--- config.mk ---
export PLATFORM = sky130hd
export DESIGN_NAME = gcirq_top
export DESIGN_NICKNAME = d
export VERILOG_FILES = /design/src/core/gcirq_pkg.sv /design/src/core/gcirq_top.sv
export SDC_FILE = /design/constraint.sdc
export NUM_CORES = 1
export LEC_CHECK = 0
export BUFFER_PORTS_ARGS = -buffer_cell sky130_fd_sc_hd__buf_4
export CORE_MARGIN = 3
export CORE_UTILIZATION = 30
export DETAILED_ROUTE_END_ITERATION = 8
export GPL_TIMING_DRIVEN = 0
export PLACE_DENSITY = 0.48
export SLEW_MARGIN = 20
export SYNTH_ARGS = -nofsm -noshare
export SYNTH_HDL_FRONTEND = slang
export SYNTH_SLANG_ARGS = --single-unit
--- constraint.sdc ---
create_clock -name clk_in -period 2.2 [get_ports clk_in]
set_clock_uncertainty 0.1 [all_clocks]
set_input_delay 0.44 -clock clk_in [delete_from_list [all_inputs] [get_ports clk_in]]
set_output_delay 0.44 -clock clk_in [all_outputs]
set_load 0.02 [all_outputs]
--- src/core/gcirq_pkg.sv ---
`default_nettype none
package gcirq_pkg;
    // Register word addresses (one step per 32-bit register, not times four)
    localparam logic [3:0] ADDR_IRQ_STATUS0 = 4'h0;
    localparam logic [3:0] ADDR_IRQ_STATUS1 = 4'h1;
    localparam logic [3:0] ADDR_IRQ_STATUS2 = 4'h2;
    localparam logic [3:0] ADDR_COMMAND = 4'h3;
    localparam logic [3:0] ADDR_MON_TX1 = 4'h4;
    localparam logic [3:0] ADDR_MON_TX2 = 4'h5;
    localparam logic [3:0] ADDR_CI_RX1 = 4'h6;
    localparam logic [3:0] ADDR_CI_RX2 = 4'h7;
    localparam logic [3:0] ADDR_MON_RX1 = 4'h8;
    localparam logic [3:0] ADDR_MON_RX2 = 4'h9;
    localparam logic [3:0] ADDR_CONFIG = 4'hA;
    // Status 0 bits
    localparam int BIT_RX_MSG_END = 7;
    localparam int BIT_RX_POOL_FULL = 6;
    localparam int BIT_TX_POOL_READY = 4;
    localparam int BIT_RX_OVERFLOW = 2;
    localparam int BIT_TX_UNDERRUN = 1;
    // Status 1/2 bits, one register per channel
    localparam int BIT_CI_CHANGE = 5;
    localparam int BIT_MON_RX_VALID = 4;
    localparam int BIT_MON_RX_ABORT = 3;
    localparam int BIT_MON_EOM = 2;
    localparam int BIT_MON_TX_READY = 1;
    localparam int BIT_REMOTE_ABORT = 0;
    // Command bits
    localparam int BIT_TX_RESET = 0;
    localparam int BIT_RX_RESET = 1;
    localparam int BIT_MCI_RESET1 = 2;
    localparam int BIT_MCI_RESET2 = 3;
    // Config bits
    localparam int BIT_CLOCK_MODE = 0;
    // Reset values
    localparam logic [7:0] RESET_STATUS = 8'h00;
    localparam logic [7:0] RESET_COMMAND = 8'h00;
    localparam logic [7:0] RESET_CONFIG = 8'h00;
    // Frame and clock ratios
    localparam int FRAME_RATE_KHZ = 8;
    localparam int GCI_BITS_PER_N = 64;
    localparam int DOUBLE_BITS_PER_N = 16;
    localparam int SINGLE_BITS_PER_N = 8;
    localparam int GCI_N_MAX = 8;
    localparam int DS_N_MAX = 64;
    // Bits of one channel slot after frame sync
    localparam int SLOT_BITS = 8;
    typedef enum logic [1:0] {
        GCIRQ_TX_IDLE,
        GCIRQ_TX_WAIT_BYTE,
        GCIRQ_TX_SEND
    } gcirq_tx_state_t;
endpackage : gcirq_pkg
`default_nettype wire

--- src/core/gcirq_top.sv ---
// Added by the designer: the register addresses and the Avalon-MM interface to the registers.
`timescale 1ns/1ps
`default_nettype none
// Overview of operation
// - Raise tx ready when data register empty
// - Flags sticky; write zero clears that bit
// - Set remote abort on remote report
// - Byte written during abort is discarded
// - Set CI change on valid received byte
// - Transmit reset level sensitive, reinitialises transmit
// - Transmit reset clears ready, keeps underrun
// - Receive reset clears flags, drops frames
// - After receive reset, wait next flag
// - Monitor reset reinitialises both directions
// - Monitor reset clears six channel flags
// - GCI clock sixty-four n frame rate
// - Double clock sixteen n frame rate
// - Single clock eight n frame rate
module gcirq_top (
    input wire logic clk_in,
    input wire logic rst_n_in,
    input wire logic [3:0] avs_address_in,
    input wire logic avs_read_in,
    input wire logic avs_write_in,
    input wire logic [31:0] avs_writedata_in,
    output logic [31:0] avs_readdata_out,
    output logic avs_waitrequest_out,
    input wire logic link_clk_in,
    input wire logic frame_sync_in,
    input wire logic link_data_in,
    input wire logic [1:0] remote_abort_in,
    input wire logic tx_underrun_in,
    input wire logic tx_pool_free_in,
    input wire logic rx_msg_end_in,
    input wire logic rx_pool_full_in,
    input wire logic rx_overflow_in,
    input wire logic rx_line_flag_in,
    output logic link_data_out,
    output logic tx_reset_out,
    output logic rx_reset_out,
    output logic rx_active_out
);
    // Two-stage synchronisers for pins
    logic [6:0] sync1;
    logic [6:0] sync2;
    logic [6:0] pin_raw;
    assign pin_raw = {rx_line_flag_in, remote_abort_in, tx_pool_free_in,
                      link_data_in, frame_sync_in, link_clk_in};
    // Underrun, message-end, pool-full and overflow pins carry no sync here; they come from same-clock logic
    logic clk_prev;
    logic next_clk_prev;
    logic link_rise;
    logic fs_s;
    logic data_s;
    assign link_rise = sync2[0] & ~clk_prev;
    assign fs_s = sync2[1];
    assign data_s = sync2[2];

    logic [7:0] status0;
    logic [7:0] status_ch [2];
    logic [7:0] command;
    logic [7:0] config_reg;
    logic [7:0] mon_tx [2];
    logic [7:0] ci_rx [2];
    logic [7:0] mon_rx [2];
    logic [7:0] ci_prev [2];
    logic [7:0] shift;
    logic [3:0] bit_cnt;
    logic [1:0] mon_full;
    logic [7:0] tx_shift;
    logic rx_hunt;
    logic [31:0] rdata;
    logic wait_q;

    logic [7:0] next_status0;
    logic [7:0] next_status_ch [2];
    logic [7:0] next_command;
    logic [7:0] next_config;
    logic [7:0] next_mon_tx [2];
    logic [7:0] next_ci_rx [2];
    logic [7:0] next_mon_rx [2];
    logic [7:0] next_ci_prev [2];
    logic [7:0] next_shift;
    logic [3:0] next_bit_cnt;
    logic [1:0] next_mon_full;
    logic [7:0] next_tx_shift;
    logic next_rx_hunt;
    logic [31:0] next_rdata;
    logic next_wait;

    // Write-zero-to-clear mask for a sticky flag register
    function automatic logic [7:0] clr_mask(input logic hit, input logic [7:0] wd);
        clr_mask = hit ? wd : 8'hFF;
    endfunction : clr_mask

    logic access;
    logic wr;
    logic [7:0] wd;
    assign access = (avs_read_in | avs_write_in) & wait_q;
    assign wr = avs_write_in & wait_q;
    assign wd = avs_writedata_in[7:0];

    logic tx_rst;
    logic rx_rst;
    logic [1:0] mci_rst;
    assign tx_rst = command[gcirq_pkg::BIT_TX_RESET];
    assign rx_rst = command[gcirq_pkg::BIT_RX_RESET];
    assign mci_rst = {command[gcirq_pkg::BIT_MCI_RESET2],
                      command[gcirq_pkg::BIT_MCI_RESET1]};

    always_comb begin
        next_clk_prev = sync2[0];
        next_command = command;
        next_config = config_reg;
        next_shift = shift;
        next_bit_cnt = bit_cnt;
        next_tx_shift = tx_shift;
        next_rx_hunt = rx_hunt;
        next_wait = 1'b1;
        next_rdata = rdata;
        next_mon_full = mon_full;
        next_status0 = status0;
        for (int c = 0; c < 2; c++) begin
            next_status_ch[c] = status_ch[c];
            next_mon_tx[c] = mon_tx[c];
            next_ci_rx[c] = ci_rx[c];
            next_mon_rx[c] = mon_rx[c];
            next_ci_prev[c] = ci_prev[c];
        end
        // Bus: one wait cycle, answer on second
        if (access) begin
            next_wait = 1'b0;
        end
        if (access && avs_read_in) begin
            case (avs_address_in)
                gcirq_pkg::ADDR_IRQ_STATUS0: next_rdata = {24'h00_0000, status0};
                gcirq_pkg::ADDR_IRQ_STATUS1: next_rdata = {24'h00_0000, status_ch[0]};
                gcirq_pkg::ADDR_IRQ_STATUS2: next_rdata = {24'h00_0000, status_ch[1]};
                gcirq_pkg::ADDR_COMMAND: next_rdata = {24'h00_0000, command};
                gcirq_pkg::ADDR_MON_TX1: next_rdata = {24'h00_0000, mon_tx[0]};
                gcirq_pkg::ADDR_MON_TX2: next_rdata = {24'h00_0000, mon_tx[1]};
                gcirq_pkg::ADDR_CI_RX1: next_rdata = {24'h00_0000, ci_rx[0]};
                gcirq_pkg::ADDR_CI_RX2: next_rdata = {24'h00_0000, ci_rx[1]};
                gcirq_pkg::ADDR_MON_RX1: next_rdata = {24'h00_0000, mon_rx[0]};
                gcirq_pkg::ADDR_MON_RX2: next_rdata = {24'h00_0000, mon_rx[1]};
                gcirq_pkg::ADDR_CONFIG: next_rdata = {24'h00_0000, config_reg};
                default: next_rdata = 32'h0000_0000;
            endcase
        end
        // Clears first, so hardware sets below win
        if (wr) begin
            next_status0 = status0 & clr_mask(avs_address_in == gcirq_pkg::ADDR_IRQ_STATUS0, wd);
            next_status_ch[0] = status_ch[0] & clr_mask(avs_address_in == gcirq_pkg::ADDR_IRQ_STATUS1, wd);
            next_status_ch[1] = status_ch[1] & clr_mask(avs_address_in == gcirq_pkg::ADDR_IRQ_STATUS2, wd);
            if (avs_address_in == gcirq_pkg::ADDR_COMMAND) begin
                next_command = wd;
            end
            if (avs_address_in == gcirq_pkg::ADDR_CONFIG) begin
                next_config = wd;
            end
            for (int c = 0; c < 2; c++) begin
                if (avs_address_in == (gcirq_pkg::ADDR_MON_TX1 + 4'(c))) begin
                    if (!status_ch[c][gcirq_pkg::BIT_REMOTE_ABORT] && !mci_rst[c]) begin
                        next_mon_tx[c] = wd;
                        next_mon_full[c] = 1'b1;
                    end
                end
            end
        end
        // Pool and error events
        if (tx_underrun_in) begin
            next_status0[gcirq_pkg::BIT_TX_UNDERRUN] = 1'b1;
        end
        if (sync2[3] && !tx_rst) begin
            next_status0[gcirq_pkg::BIT_TX_POOL_READY] = 1'b1;
        end
        if (!rx_rst && !rx_hunt) begin
            if (rx_msg_end_in) next_status0[gcirq_pkg::BIT_RX_MSG_END] = 1'b1;
            if (rx_pool_full_in) next_status0[gcirq_pkg::BIT_RX_POOL_FULL] = 1'b1;
            if (rx_overflow_in) next_status0[gcirq_pkg::BIT_RX_OVERFLOW] = 1'b1;
        end
        if (tx_rst) begin
            next_status0[gcirq_pkg::BIT_TX_POOL_READY] = 1'b0;
        end
        if (rx_rst) begin
            next_status0[gcirq_pkg::BIT_RX_MSG_END] = 1'b0;
            next_status0[gcirq_pkg::BIT_RX_POOL_FULL] = 1'b0;
            next_status0[gcirq_pkg::BIT_RX_OVERFLOW] = 1'b0;
            next_rx_hunt = 1'b1;
        end else if (rx_hunt && sync2[6]) begin
            next_rx_hunt = 1'b0;
        end
        // Link slot: 8 bits after frame sync, bit count marks slot end
        if (link_rise) begin
            if (fs_s) begin
                next_bit_cnt = 4'h0;
            end else if (bit_cnt < 4'(gcirq_pkg::SLOT_BITS)) begin
                next_bit_cnt = bit_cnt + 4'h1;
            end
            next_shift = {shift[6:0], data_s};
            // Shift in ones so the line idles high between bytes
            next_tx_shift = {tx_shift[6:0], 1'b1};
            if (fs_s) begin
                for (int c = 0; c < 2; c++) begin
                    if (mon_full[c] && !mci_rst[c]) begin
                        next_tx_shift = mon_tx[c];
                        next_mon_full[c] = 1'b0;
                    end
                end
            end
            if (bit_cnt == 4'(gcirq_pkg::SLOT_BITS - 1)) begin
                for (int c = 0; c < 2; c++) begin
                    if (!mci_rst[c] && (c == int'(config_reg[gcirq_pkg::BIT_CLOCK_MODE]))) begin
                        if (next_shift == ci_prev[c] && next_shift != ci_rx[c]) begin
                            next_ci_rx[c] = next_shift;
                            next_status_ch[c][gcirq_pkg::BIT_CI_CHANGE] = 1'b1;
                        end
                        next_ci_prev[c] = next_shift;
                        next_mon_rx[c] = next_shift;
                    end
                end
            end
        end
        for (int c = 0; c < 2; c++) begin
            if (sync2[4 + c] && !mci_rst[c]) begin
                next_status_ch[c][gcirq_pkg::BIT_REMOTE_ABORT] = 1'b1;
            end
            if (!mon_full[c] && !next_mon_full[c] && !mci_rst[c]) begin
                next_status_ch[c][gcirq_pkg::BIT_MON_TX_READY] = 1'b1;
            end
            if (mci_rst[c]) begin
                next_status_ch[c] = gcirq_pkg::RESET_STATUS;
                next_mon_full[c] = 1'b0;
                next_ci_prev[c] = 8'h00;
            end
        end
    end

    always_ff @(posedge clk_in) begin
        if (!rst_n_in) begin
            sync1 <= 7'h00;
            sync2 <= 7'h00;
            clk_prev <= 1'b0;
            status0 <= gcirq_pkg::RESET_STATUS;
            command <= gcirq_pkg::RESET_COMMAND;
            config_reg <= gcirq_pkg::RESET_CONFIG;
            shift <= 8'h00;
            bit_cnt <= 4'h0;
            tx_shift <= 8'hFF;
            rx_hunt <= 1'b0;
            rdata <= 32'h0000_0000;
            wait_q <= 1'b1;
            mon_full <= 2'b00;
            for (int c = 0; c < 2; c++) begin
                status_ch[c] <= gcirq_pkg::RESET_STATUS;
                mon_tx[c] <= 8'h00;
                ci_rx[c] <= 8'h00;
                mon_rx[c] <= 8'h00;
                ci_prev[c] <= 8'h00;
            end
        end else begin
            sync1 <= pin_raw;
            sync2 <= sync1;
            clk_prev <= next_clk_prev;
            status0 <= next_status0;
            command <= next_command;
            config_reg <= next_config;
            shift <= next_shift;
            bit_cnt <= next_bit_cnt;
            tx_shift <= next_tx_shift;
            rx_hunt <= next_rx_hunt;
            rdata <= next_rdata;
            wait_q <= next_wait;
            mon_full <= next_mon_full;
            for (int c = 0; c < 2; c++) begin
                status_ch[c] <= next_status_ch[c];
                mon_tx[c] <= next_mon_tx[c];
                ci_rx[c] <= next_ci_rx[c];
                mon_rx[c] <= next_mon_rx[c];
                ci_prev[c] <= next_ci_prev[c];
            end
        end
    end

    logic rst_tx_q;
    logic rst_rx_q;
    logic active_q;
    logic data_q;
    always_ff @(posedge clk_in) begin
        if (!rst_n_in) begin
            rst_tx_q <= 1'b0;
            rst_rx_q <= 1'b0;
            active_q <= 1'b0;
            data_q <= 1'b1;
        end else begin
            rst_tx_q <= next_command[gcirq_pkg::BIT_TX_RESET];
            rst_rx_q <= next_command[gcirq_pkg::BIT_RX_RESET];
            active_q <= ~next_rx_hunt & ~next_command[gcirq_pkg::BIT_RX_RESET];
            data_q <= next_tx_shift[7] | (|mci_rst);
        end
    end

    assign avs_readdata_out = rdata;
    assign avs_waitrequest_out = wait_q;
    assign link_data_out = data_q;
    assign tx_reset_out = rst_tx_q;
    assign rx_reset_out = rst_rx_q;
    assign rx_active_out = active_q;
endmodule : gcirq_top
`default_nettype wire

# Word level (Yosys, flattened, before mapping)
# Memories as Yosys holds them, arrays and structs flattened.
# Cells that the tools add are included.
op_classes:
  n_bitwise: 24
  order_cmp: 1
  add_sub_neg: 1
  muxes: 80
  n_reduce_logical: 41
  eq_ne: 15
ops:
  columns: ["operator", "count"]
  rows:
  - ["2-to-1 mux 8 bit", 34]
  - ["2-to-1 mux 16 bit", 8]
  - ["case mux 8 bit (11 select lines)", 1]
  - ["2-to-1 mux 1 bit", 29]
  - ["AND 8 bit", 3]
  - ["== test 4 x 3 -> 1 bit (second input constant)", 5]
  - ["logical AND 1 bit", 18]
  - ["== test 8 bit", 2]
  - ["inequality test 8 bit", 2]
  - ["== test 4 bit (second input constant)", 3]
  - ["2-to-1 mux 2 bit", 6]
  - ["bitwise OR 1 bit", 12]
  - ["logical NOT 1 bit", 11]
  - ["OR reduction 2 bit", 5]
  - ["== test 4 x 2 -> 1 bit (second input constant)", 2]
  - ["2-to-1 mux 4 bit", 2]
  - ["AND reduction 2 bit", 3]
  - ["nonzero test 2 bit", 3]
  - ["inverter 1 bit", 5]
  - ["adder 4 x 1 -> 4 bit (second input constant)", 1]
  - ["AND 1 bit", 4]
  - ["== test 4 x 1 -> 1 bit (second input constant)", 1]
  - ["logical NOT 4 bit", 1]
  - ["< comparator 4 bit (second input constant)", 1]
totals:
  word_cells: 190
  output_inout_bits: 37
  in_bits: 51
  mem_count: 5
  mem_bits_rw: 80
  register_bits: 98
memory_table:
  columns: ["name", "words", "width", "read_ports", "rd_ports_with_merged_regs", "write_ports", "line_no", "source"]
  rows:
  - ["ci_prev", 2, 8, 2, 0, 2, "gcirq_top.sv:66", "logic [7:0] ci_prev [2];"]
  - ["ci_rx", 2, 8, 2, 0, 2, "gcirq_top.sv:64", "logic [7:0] ci_rx [2];"]
  - ["mon_rx", 2, 8, 2, 0, 2, "gcirq_top.sv:65", "logic [7:0] mon_rx [2];"]
  - ["mon_tx", 2, 8, 2, 0, 2, "gcirq_top.sv:63", "logic [7:0] mon_tx [2];"]
  - ["status_ch", 2, 8, 2, 0, 2, "gcirq_top.sv:60", "logic [7:0] status_ch [2];"]

# Depth between registers and ports, before layout
# Gate-level depths: netlist of the first run.
# An unclocked memory read counts as a cell.
logic_depth:
  ltp_word: 15
  ltp_mapped: 8
  ltp_nobuf: 6

# Worst setup path before layout of the first run
# OpenSTA, ideal clock, no wires.
synth_path:
  kind: "register to register"
  startpoint: "reg bit_cnt[0]"
  endpoint: "mem ci_rx[0][0]"
  setup_time_ns: 0.119
  arrival_ns: 2.077
  path_stages_with_launch: 9
  slack_ns: -0.096
  period_less_slack_ns: 2.296
  required_time_ns: 1.981
  path_buffers: 2
  path_cell_list: "dfxtp_1 ha_1 nor2b_1 nand3_4 or3_1 buf_6 or4_4 buf_6 mux2i_1"
synth_lines:
  columns: ["element", "line_no", "source"]
  rows:
  - ["start, declared", "gcirq_top.sv:68", "logic [3:0] bit_cnt;"]
  - ["start signal, assigned", "gcirq_top.sv:269", "bit_cnt <= next_bit_cnt;"]
  - ["end, declared", "gcirq_top.sv:64", null]

==> impl_metrics.toml, run 1 <==
[yosys]
synthAdderAreaFrac_pct = 0.178
synth_edf_count = 0
synth_compound_area_share_pct = 13.9
synth_top_family_by_area = "simple AND/OR/NAND/NOR gates"
synth_seq_cells = 152
syn_inst = 770
yosys_warnings = 0
yosysSeqAreaShare_pct = 43.3
muxShareOfSynthArea_pct = 11.8
yosys.area_share.xor_xnor_pct = 3.99
synth-simple-area-share_pct = 20.2
synth.distinct_cells = 60
netlist_area_mm2 = 0.00702
yosys_most_used_dff = "dfxtp_1"
async_flop_share_pct = 0
avgSynthCellArea_um2 = 9.12

[power_and_ir_drop]
p_sw_share_pct = 27.6
pwr-share-clk_pct = 46.6
sequentialPowerShare_pct = 45.8
p_comb_share_pct = 7.6
peakVddDrop_mv = 0.413
p_per_area_mw_per_mm2 = 727
internal_power_mw = 4.46
power_mw = 6.16
p_leak_nw = 3.47
power.switching_mw = 1.70

[timing]
final-hold-violation-count = 0
tightest_slew_ps = 796
holdWs_ps = 103
setup_viol = 0
finalCriticalPeriod_ps = 2160
rsz0062_at_grt = "true"
period_share_pct = 98.2
fmax_ghz = 0.463
drv_slew = 0
slew_headroom_pct = 46.9

[worst_setup_path]
rr_endpoint = "ci_rx[0][5]$_SDFFE_PN0P_"
critPathCaptureType = "register"
critPathMaxFanout = 7
worstPathRequired_ps = 2420
r2r_start = "bit_cnt[1]$_SDFFE_PN0P_"
worst-path-buf-inv = 1
cp-start-kind = "register"
path_class = "register to register"
max_stage_delay_ps = 490
cp_top_family = "simple AND/OR/NAND/NOR gates"
crit_arrival_ps = 2380
cpMaxStageDelayCell = "or4_4"
reg2reg_setup_slack_ps = 40
reg2reg_depth = 7
worstPathCellList = "ha_4 > nor2b_4 > nand3_4 > or3_4 > buf_12 > or4_4 > mux2i_1"

[min_path]
worstHoldStart = "avs_read_in"
min_path_cells = 2
min_path_type = "input pin to register"
whs_endpoint = "avs_waitrequest_out$_SDFF_PN1_"

[place]
dp.cells = 1143
finalWeightedCongestion = 0.916
port_buffers = 37
postPlaceCellArea_mm2 = 0.00780
dp_hpwl_um = 16400

[route]
wl_per_cell_um = 19.3
postRouteAntennaNets = 0
route.detailed.drc = 0
wl_um = 22800
post_drt_via_cell_ratio = 4.94
initialDrtViolationCount = 531
first_pass_iters = 5
vias = 5836

[layout]
nFillCells = 2437
drive_above_1_share_pct = 16.3
areaGrowthSynthToFinish_pct = 20.7
final_nets = 908
final-seq-area_mm2 = 0.00305
layout.cells.non_filler = 1182
fin_util_pct = 37.1
antenna_cells = 0
final_area_mm2 = 0.00848
layout_commonest_cell = "dfxtp_1"
multi_input_area_mm2 = 0.00366
mostFrequentLayoutCells = "dfxtp_1 (149), nand2_1 (101), mux2i_1 (73), buf_4 (73), nor2b_1 (49)"

[die]
fp.coreArea_mm2 = 0.0228
rows = 55
io_pins = 88
die_w_um = 159
start_util_pct = 30.7
die_h_um = 159
die_area_mm2 = 0.0253

[clock_tree]
clkTransAtPathRegs_ps = 70
tritoncts = "done"
cts_max_path_buffers = 2
cts-root-buf = "clkbuf_16"
postCtsHoldBufs = 0
htree_levels = 4
cts_buffers = 17
clk_latency_ps = 440
clock-sinks = 152

[global_routing]
grt_max_degree = 18
gr-total-overflow = 0
grt_pass1_wl_um = 34600
first_global_vias = 5508
antenna_found_initial = 0
track_usage_pct = 18.0

[run]
drv_cap = 0

[status]
outcome = "completed"
[worst max-delay path by stage]
| stage | start | slack, ps | cells after the start | endpoint |
|---|---|---|---|---|
| after CTS | avs_address_in[0] | 9 | 7 | avs_readdata_out[6]$_SDFFE_PN0P_ |
| final | bit_cnt[1]$_SDFFE_PN0P_ | 40 | 7 | ci_rx[0][5]$_SDFFE_PN0P_ |
| after global placement | avs_address_in[0] | -980 | 8 | command[3]$_SDFFE_PN0P_ |
| after floorplan | bit_cnt[1]$_SDFFE_PN0P_ | 110 | 8 | ci_rx[0][0]$_SDFFE_PN0P_ |
| after global routing | bit_cnt[1]$_SDFFE_PN0P_ | -40 | 7 | ci_rx[0][7]$_SDFFE_PN0P_ |
| after detailed placement | avs_address_in[0] | -960 | 8 | avs_readdata_out[6]$_SDFFE_PN0P_ |
[timing repair]
item | 4_1_cts | 5_1_grt
gates resized for setup | 4 | 9
pin swaps | 3 | 0
setup buffers | 6 | 5
gates cloned | 1 | 0
setup endpoints to repair | 60 | 27
[power by group through the flow]
| stage | Clock, mW | Sequential (mW) | Combinational (mW) |
|---|---|---|---|
| after floorplan | 0 | 2.88 | 0.284 |
| after global placement | 0 | 2.88 | 0.463 |
| after detailed placement | 0 | 2.88 | 0.460 |
| after CTS | 2.94 | 2.82 | 0.463 |
| after global routing | 3.05 | 2.82 | 0.506 |
| final | 2.87 | 2.82 | 0.470 |
[metrics by stage]
step                setup slack, ps  setup TNS [ps]
floorplan                       114               0
global placement               -979          -23660
detailed placement             -957          -22720
CTS                            8.71               0
global route                  -37.3            -117
finish                         38.7               0
[per-layer routing]
layer  vias to the layer above  track usage [%]  share of wire, %
met4                         0             5.41               1.8
met5                         -                0                 0
met3                        30             3.49               6.3
li1                       2825                -                 -
met1                      2778             26.6                50
met2                       203             26.6                42
[kinds of logic (layout without fill, tap and decap cells)]
logic type,count (synthesis),in the layout
simple gates,278,279
flops,152,152
compound gates,137,137
buf+inv,89,164
mux,80,80
xor+xnor,32,32
fa+ha+maj,1,1
other cells,1,24
[cell type report]
type | count | share of cell area (%)
plain buffers | 80 | 5.12
clock buffers | 17 | 5.02
clock inverters | 15 | 1.77
inverters | 4 | 0.177
multi-input cells | 553 | 43.1
flip-flops and latches | 152 | 35.9
well taps | 313 | 4.62
repair buffers | 48 | 4.25
[cell usage after synthesis (14+ instances only)]
| cell | instances | area, µm² |
|---|---|---|
| nand2_1 | 102 | 383 |
| a21boi_0 | 20 | 150 |
| nor3_1 | 14 | 70.1 |
| a21oi_1 | 25 | 125 |
| o21ai_0 | 19 | 95.1 |
| buf_4 | 24 | 180 |
| clkbuf_1 | 39 | 146 |
| mux2i_1 | 73 | 731 |
| nor2_1 | 30 | 113 |
| and2_1 | 20 | 125 |
| xor2_1 | 16 | 140 |
| xnor2_1 | 16 | 140 |
| nor2b_1 | 50 | 313 |
| dfxtp_1 | 152 | 3040 |
Power figures use the tool's default switching activity.
==> inputs of run 2 (changes only) <==
--- a/config.mk
+++ b/config.mk
@@ -6,11 +6,13 @@
 export NUM_CORES = 1
 export LEC_CHECK = 0
 export BUFFER_PORTS_ARGS = -buffer_cell sky130_fd_sc_hd__buf_4
+export CELL_PAD_IN_SITES_DETAIL_PLACEMENT = 0
+export CELL_PAD_IN_SITES_GLOBAL_PLACEMENT = 2
 export CORE_MARGIN = 3
 export CORE_UTILIZATION = 30
 export DETAILED_ROUTE_END_ITERATION = 8
 export GPL_TIMING_DRIVEN = 0
-export PLACE_DENSITY = 0.48
+export PLACE_DENSITY = 0.71
 export SLEW_MARGIN = 20
 export SYNTH_ARGS = -nofsm -noshare
 export SYNTH_HDL_FRONTEND = slang
==> impl_metrics.toml, run 2 (synthesized netlist as in run 1, its figures left out) <==
[timing]
tns_ps = 0
drv_slew = 0
setup_viol = 0
worst_slack_ps = 62.2
holdWs_ps = 112
fmax_ghz = 0.468
period_share_pct = 97.2
rsz0062_at_grt = "true"
finalCriticalPeriod_ps = 2140
slew_headroom_pct = 46.6
tightest_slew_ps = 801
final-hold-violation-count = 0

[clock_tree]
postCtsHoldBufs = 0
clk_latency_ps = 430
htree_levels = 4
clock-sinks = 152
cts_max_path_buffers = 2
clkTransAtPathRegs_ps = 70
tritoncts = "done"
cts-root-buf = "clkbuf_16"
cts_buffers = 17

[power_and_ir_drop]
internal_power_mw = 4.57
p_per_area_mw_per_mm2 = 734
pwr-share-clk_pct = 47.2
peakVddDrop_mv = 0.303
power_mw = 6.24
p_leak_nw = 3.50
power.switching_mw = 1.67
p_sw_share_pct = 26.8
p_comb_share_pct = 7.6
sequentialPowerShare_pct = 45.2

[global_routing]
gr-total-overflow = 0
track_usage_pct = 18.2
first_global_vias = 5573
grt_max_degree = 20
grt_pass1_wl_um = 34800
antenna_found_initial = 0

[place]
finalWeightedCongestion = 0.879
port_buffers = 37
dp_hpwl_um = 16900
postPlaceCellArea_mm2 = 0.00780
dp.cells = 1143
pre_cts_slack_ps = -950

[layout]
areaGrowthSynthToFinish_pct = 21.0
layout.cells.non_filler = 1183
final_area_mm2 = 0.00850
layout_commonest_cell = "dfxtp_1"
antenna_cells = 0
drive_above_1_share_pct = 17.0
fin_util_pct = 37.2
mostFrequentLayoutCells = "dfxtp_1 (149), nand2_1 (101), mux2i_1 (73), buf_4 (73), nor2b_1 (49)"
final_nets = 909

[die]
start_util_pct = 30.7
rows = 55
fp.coreArea_mm2 = 0.0228
die_h_um = 159
die_area_mm2 = 0.0253
io_pins = 88
die_w_um = 159

[route]
first_pass_iters = 5
wl_um = 23200
postRouteAntennaNets = 0
wl_per_cell_um = 19.6
initialDrtViolationCount = 361
vias = 5738
post_drt_via_cell_ratio = 4.85
route.detailed.drc = 0

[worst_setup_path]
cp-start-kind = "register"
crit_arrival_ps = 2350
cpMaxStageDelayCell = "or4_4"
path_class = "register to register"
startpoint = "bit_cnt[1]$_SDFFE_PN0P_"
max_stage_delay_ps = 430
worstPathCellList = "ha_4 > nor2b_4 > nand3_4 > or3_1 > buf_6 > or4_4 > buf_12 > mux2i_1"
critPathMaxFanout = 9
critPathCaptureType = "register"
r2r_start = "bit_cnt[1]$_SDFFE_PN0P_"
worstPathRequired_ps = 2410
worst-path-buf-inv = 2
cp_top_family = "simple AND/OR/NAND/NOR gates"

[run]
drv_cap = 0

[status]
outcome = "completed"

[min_path]
worstHoldStart = "remote_abort_in[0]"
min_path_type = "input pin to register"
==> run 2: changes by cell type in the layout (fill, tap and decap cells not counted), sizes merged <==
cell      delta
or4          -1
clkinvlp     -2
buf          +3
inv          +1
bufinv       +1
clkbuf       -1
==> run 2: timing repair <==
action / CTS / global route
setup buffers: 8 / 4
endpoints found under the setup margin: 60 / 52
endpoints found under the hold margin: 0 / 0
resized for setup: 9 / 12
pin swaps: 4 / 0
==> run 2: power by group through the flow <==
| stage | logic (mW) | registers (mW) | clock network, mW |
|---|---|---|---|
| 6_report | 0.472 | 2.82 | 2.95 |
| 2_1_floorplan | 0.284 | 2.88 | 0 |
| 5_1_grt | 0.510 | 2.83 | 3.12 |
| 4_1_cts | 0.468 | 2.82 | 2.99 |
| 3_3_place_gp | 0.470 | 2.88 | 0 |
| 3_5_place_dp | 0.465 | 2.88 | 0 |
==> run 2: layout make-up <==
cell class | instances | area, µm²
buffer | 81 | 455
clock buffer | 17 | 425
fill | 2419 | 14300
tap | 313 | 392
inverter | 4 | 15.0
clock inverter | 15 | 155
timing repair buffer | 49 | 368
sequential | 152 | 3050
multi-input combinational | 552 | 3640
==> run 2: final timing paths <==
kind,endpoint,slack [ps],depth (start not counted)
setup / recovery,ci_rx[0][6]$_SDFFE_PN0P_,60,8
setup reg to reg,ci_rx[0][6]$_SDFFE_PN0P_,60,8
hold / removal,sync1[4]$_SDFF_PN0_,110,2
hold reg to reg,sync2[6]$_SDFF_PN0_,330,1
==> run 2: routing by layer <==
layer  track usage (%)  wire length, µm  vias up  part of all wire (%)
li1                  -                -     2822                     -
met1              25.8            11400     2764                    49
met2              27.8            10300      138                    44
met3              4.34             1150       14                   5.0
met4              4.78              291        0                   1.3
met5                 0                0        -                     0
==> inputs of run 3 (changes only) <==
--- a/config.mk
+++ b/config.mk
@@ -12,7 +12,7 @@
 export CORE_UTILIZATION = 30
 export DETAILED_ROUTE_END_ITERATION = 8
 export GPL_TIMING_DRIVEN = 0
-export PLACE_DENSITY = 0.71
+export PLACE_DENSITY = 0.68
 export SLEW_MARGIN = 20
 export SYNTH_ARGS = -nofsm -noshare
 export SYNTH_HDL_FRONTEND = slang
==> constraint.sdc (replaced) <==
create_clock -name clk_in -period 2.6 [get_ports clk_in]
set_clock_uncertainty 0.1 [all_clocks]
set_input_delay 0.52 -clock clk_in [delete_from_list [all_inputs] [get_ports clk_in]]
set_output_delay 0.52 -clock clk_in [all_outputs]
set_load 0.02 [all_outputs]
==> impl_metrics.toml, run 3 (synthesized netlist as in run 1, its figures left out) <==
[status]
outcome = "completed"

[worst_setup_path]
worstPathCellList = "ha_1 > nor2b_1 > nand3_4 > or3_1 > buf_6 > or4_4 > buf_6 > mux2i_1"
max_stage_delay_ps = 530
crit_top_cell = "buf_6"
cp-start-kind = "register"
path_class = "register to register"
critPathCaptureType = "register"
crit_arrival_ps = 2700
worst-path-buf-inv = 2
cpMaxStageDelayCell = "or4_4"
worstPathRequired_ps = 2810
critPathMaxFanout = 9
cp_top_family = "simple AND/OR/NAND/NOR gates"

[layout]
mostFrequentLayoutCells = "dfxtp_1 (152), nand2_1 (102), mux2i_1 (73)"
fin_util_pct = 36.8
nFillCells = 2376
multi_input_area_mm2 = 0.00361
final-seq-area_mm2 = 0.00304
areaGrowthSynthToFinish_pct = 19.6
final_nets = 902
layout_commonest_cell = "dfxtp_1"
final_area_mm2 = 0.00840
drive_above_1_share_pct = 14.3
layout.cells.non_filler = 1177

[timing]
finalCriticalPeriod_ps = 2490
tightest_slew_ps = 859
worst_slack_ps = 106
fmax_ghz = 0.401
final-hold-violation-count = 0
period_share_pct = 95.9
drv_slew = 0
slew_headroom_pct = 42.7
setup_viol = 0

[min_path]
min_path_type = "input pin to register"

[global_routing]
grt_pass1_wl_um = 35900
first_global_vias = 5732
antenna_found_initial = 2
track_usage_pct = 18.7
grt_max_degree = 17
gr-total-overflow = 0

[clock_tree]
clkTransAtPathRegs_ps = 70
cts_max_path_buffers = 2
clock-sinks = 152
cts_buffers = 17
clk_latency_ps = 430
cts-root-buf = "clkbuf_16"
tritoncts = "done"
htree_levels = 4

[die]
die_w_um = 159
start_util_pct = 30.7
die_h_um = 159
rows = 55
io_pins = 88
fp.coreArea_mm2 = 0.0228
die_area_mm2 = 0.0253

[route]
vias = 5858
wl_um = 23900
route.detailed.drc = 0
first_pass_iters = 6
wl_per_cell_um = 20.3
initialDrtViolationCount = 467
postRouteAntennaNets = 0
post_drt_via_cell_ratio = 4.98

[place]
pre_cts_slack_ps = -615
finalWeightedCongestion = 0.919
dp_hpwl_um = 17600
dp.cells = 1143
postPlaceCellArea_mm2 = 0.00778
port_buffers = 37

[power_and_ir_drop]
internal_power_mw = 3.97
pwr-share-clk_pct = 47.9
p_per_area_mw_per_mm2 = 636
p_leak_nw = 3.45
sequentialPowerShare_pct = 44.7
peakVddDrop_mv = 0.251
power_mw = 5.34
p_comb_share_pct = 7.4
p_sw_share_pct = 25.8
power.switching_mw = 1.38

[run]
drv_cap = 0
[run 3: final cells by class]
cell class	count	area share, %
antenna	1	0.0298
buffer	83	5.21
clock buffer	18	5.23
clock inverter	14	1.92
inverter	4	0.179
multi-input combinational	552	43.0
sequential	152	36.2
tap	313	4.66
timing repair buffer	40	3.57
[run 3: per-layer routing]
layer	vias up	routed length (µm)	track usage, %
met5	-	0	0
met4	0	228	4.74
met3	21	1350	3.95
met2	167	10900	29.9
met1	2874	11500	25.9
li1	2796	-	-
[run 3: worst paths after layout]
path	startpoint	to	slack [ps]	cells past startpoint
worst max-delay path	bit_cnt[0]$_SDFFE_PN0P_	ci_rx[0][1]$_SDFFE_PN0P_	110	8
worst min-delay path	rx_line_flag_in	sync1[6]$_SDFF_PN0_	190	2
worst max register to register	bit_cnt[0]$_SDFFE_PN0P_	ci_rx[0][1]$_SDFFE_PN0P_	110	8
worst min register to register	sync1[1]$_SDFF_PN0_	sync2[1]$_SDFF_PN0_	330	1
[run 3: stage by stage]
stage          hold WS [ps]  setup TNS (ps)
6_report                193               0
5_1_grt                 188           -3.40
4_1_cts                 181               0
3_5_place_dp            318           -9320
3_3_place_gp            316           -9360
2_1_floorplan           312               0
[run 3: power by group through the flow]
stage,sequential [mW],combinational (mW),clock [mW]
after floorplan,2.43,0.240,0
after global placement,2.44,0.393,0
after detailed placement,2.44,0.393,0
after CTS,2.39,0.392,2.60
after global routing,2.39,0.428,2.68
final,2.39,0.397,2.56
[run 3: timing repair]
action                                 4_1_cts  5_1_grt
hold buffers                                 0        0
endpoints found under the hold margin        0        0
resized for setup                            0        1
pin swaps                                    0        1
setup endpoints to repair                   13       15
buffers inserted                             0        3
[run 3: worst register-to-register path: stages (launching register included)]
cell     delay, ps
dfxtp_1        370
ha_1           180
nor2b_1        260
nand3_4        140
or3_1          340
buf_6          160
or4_4          530
buf_6          170
mux2i_1        130
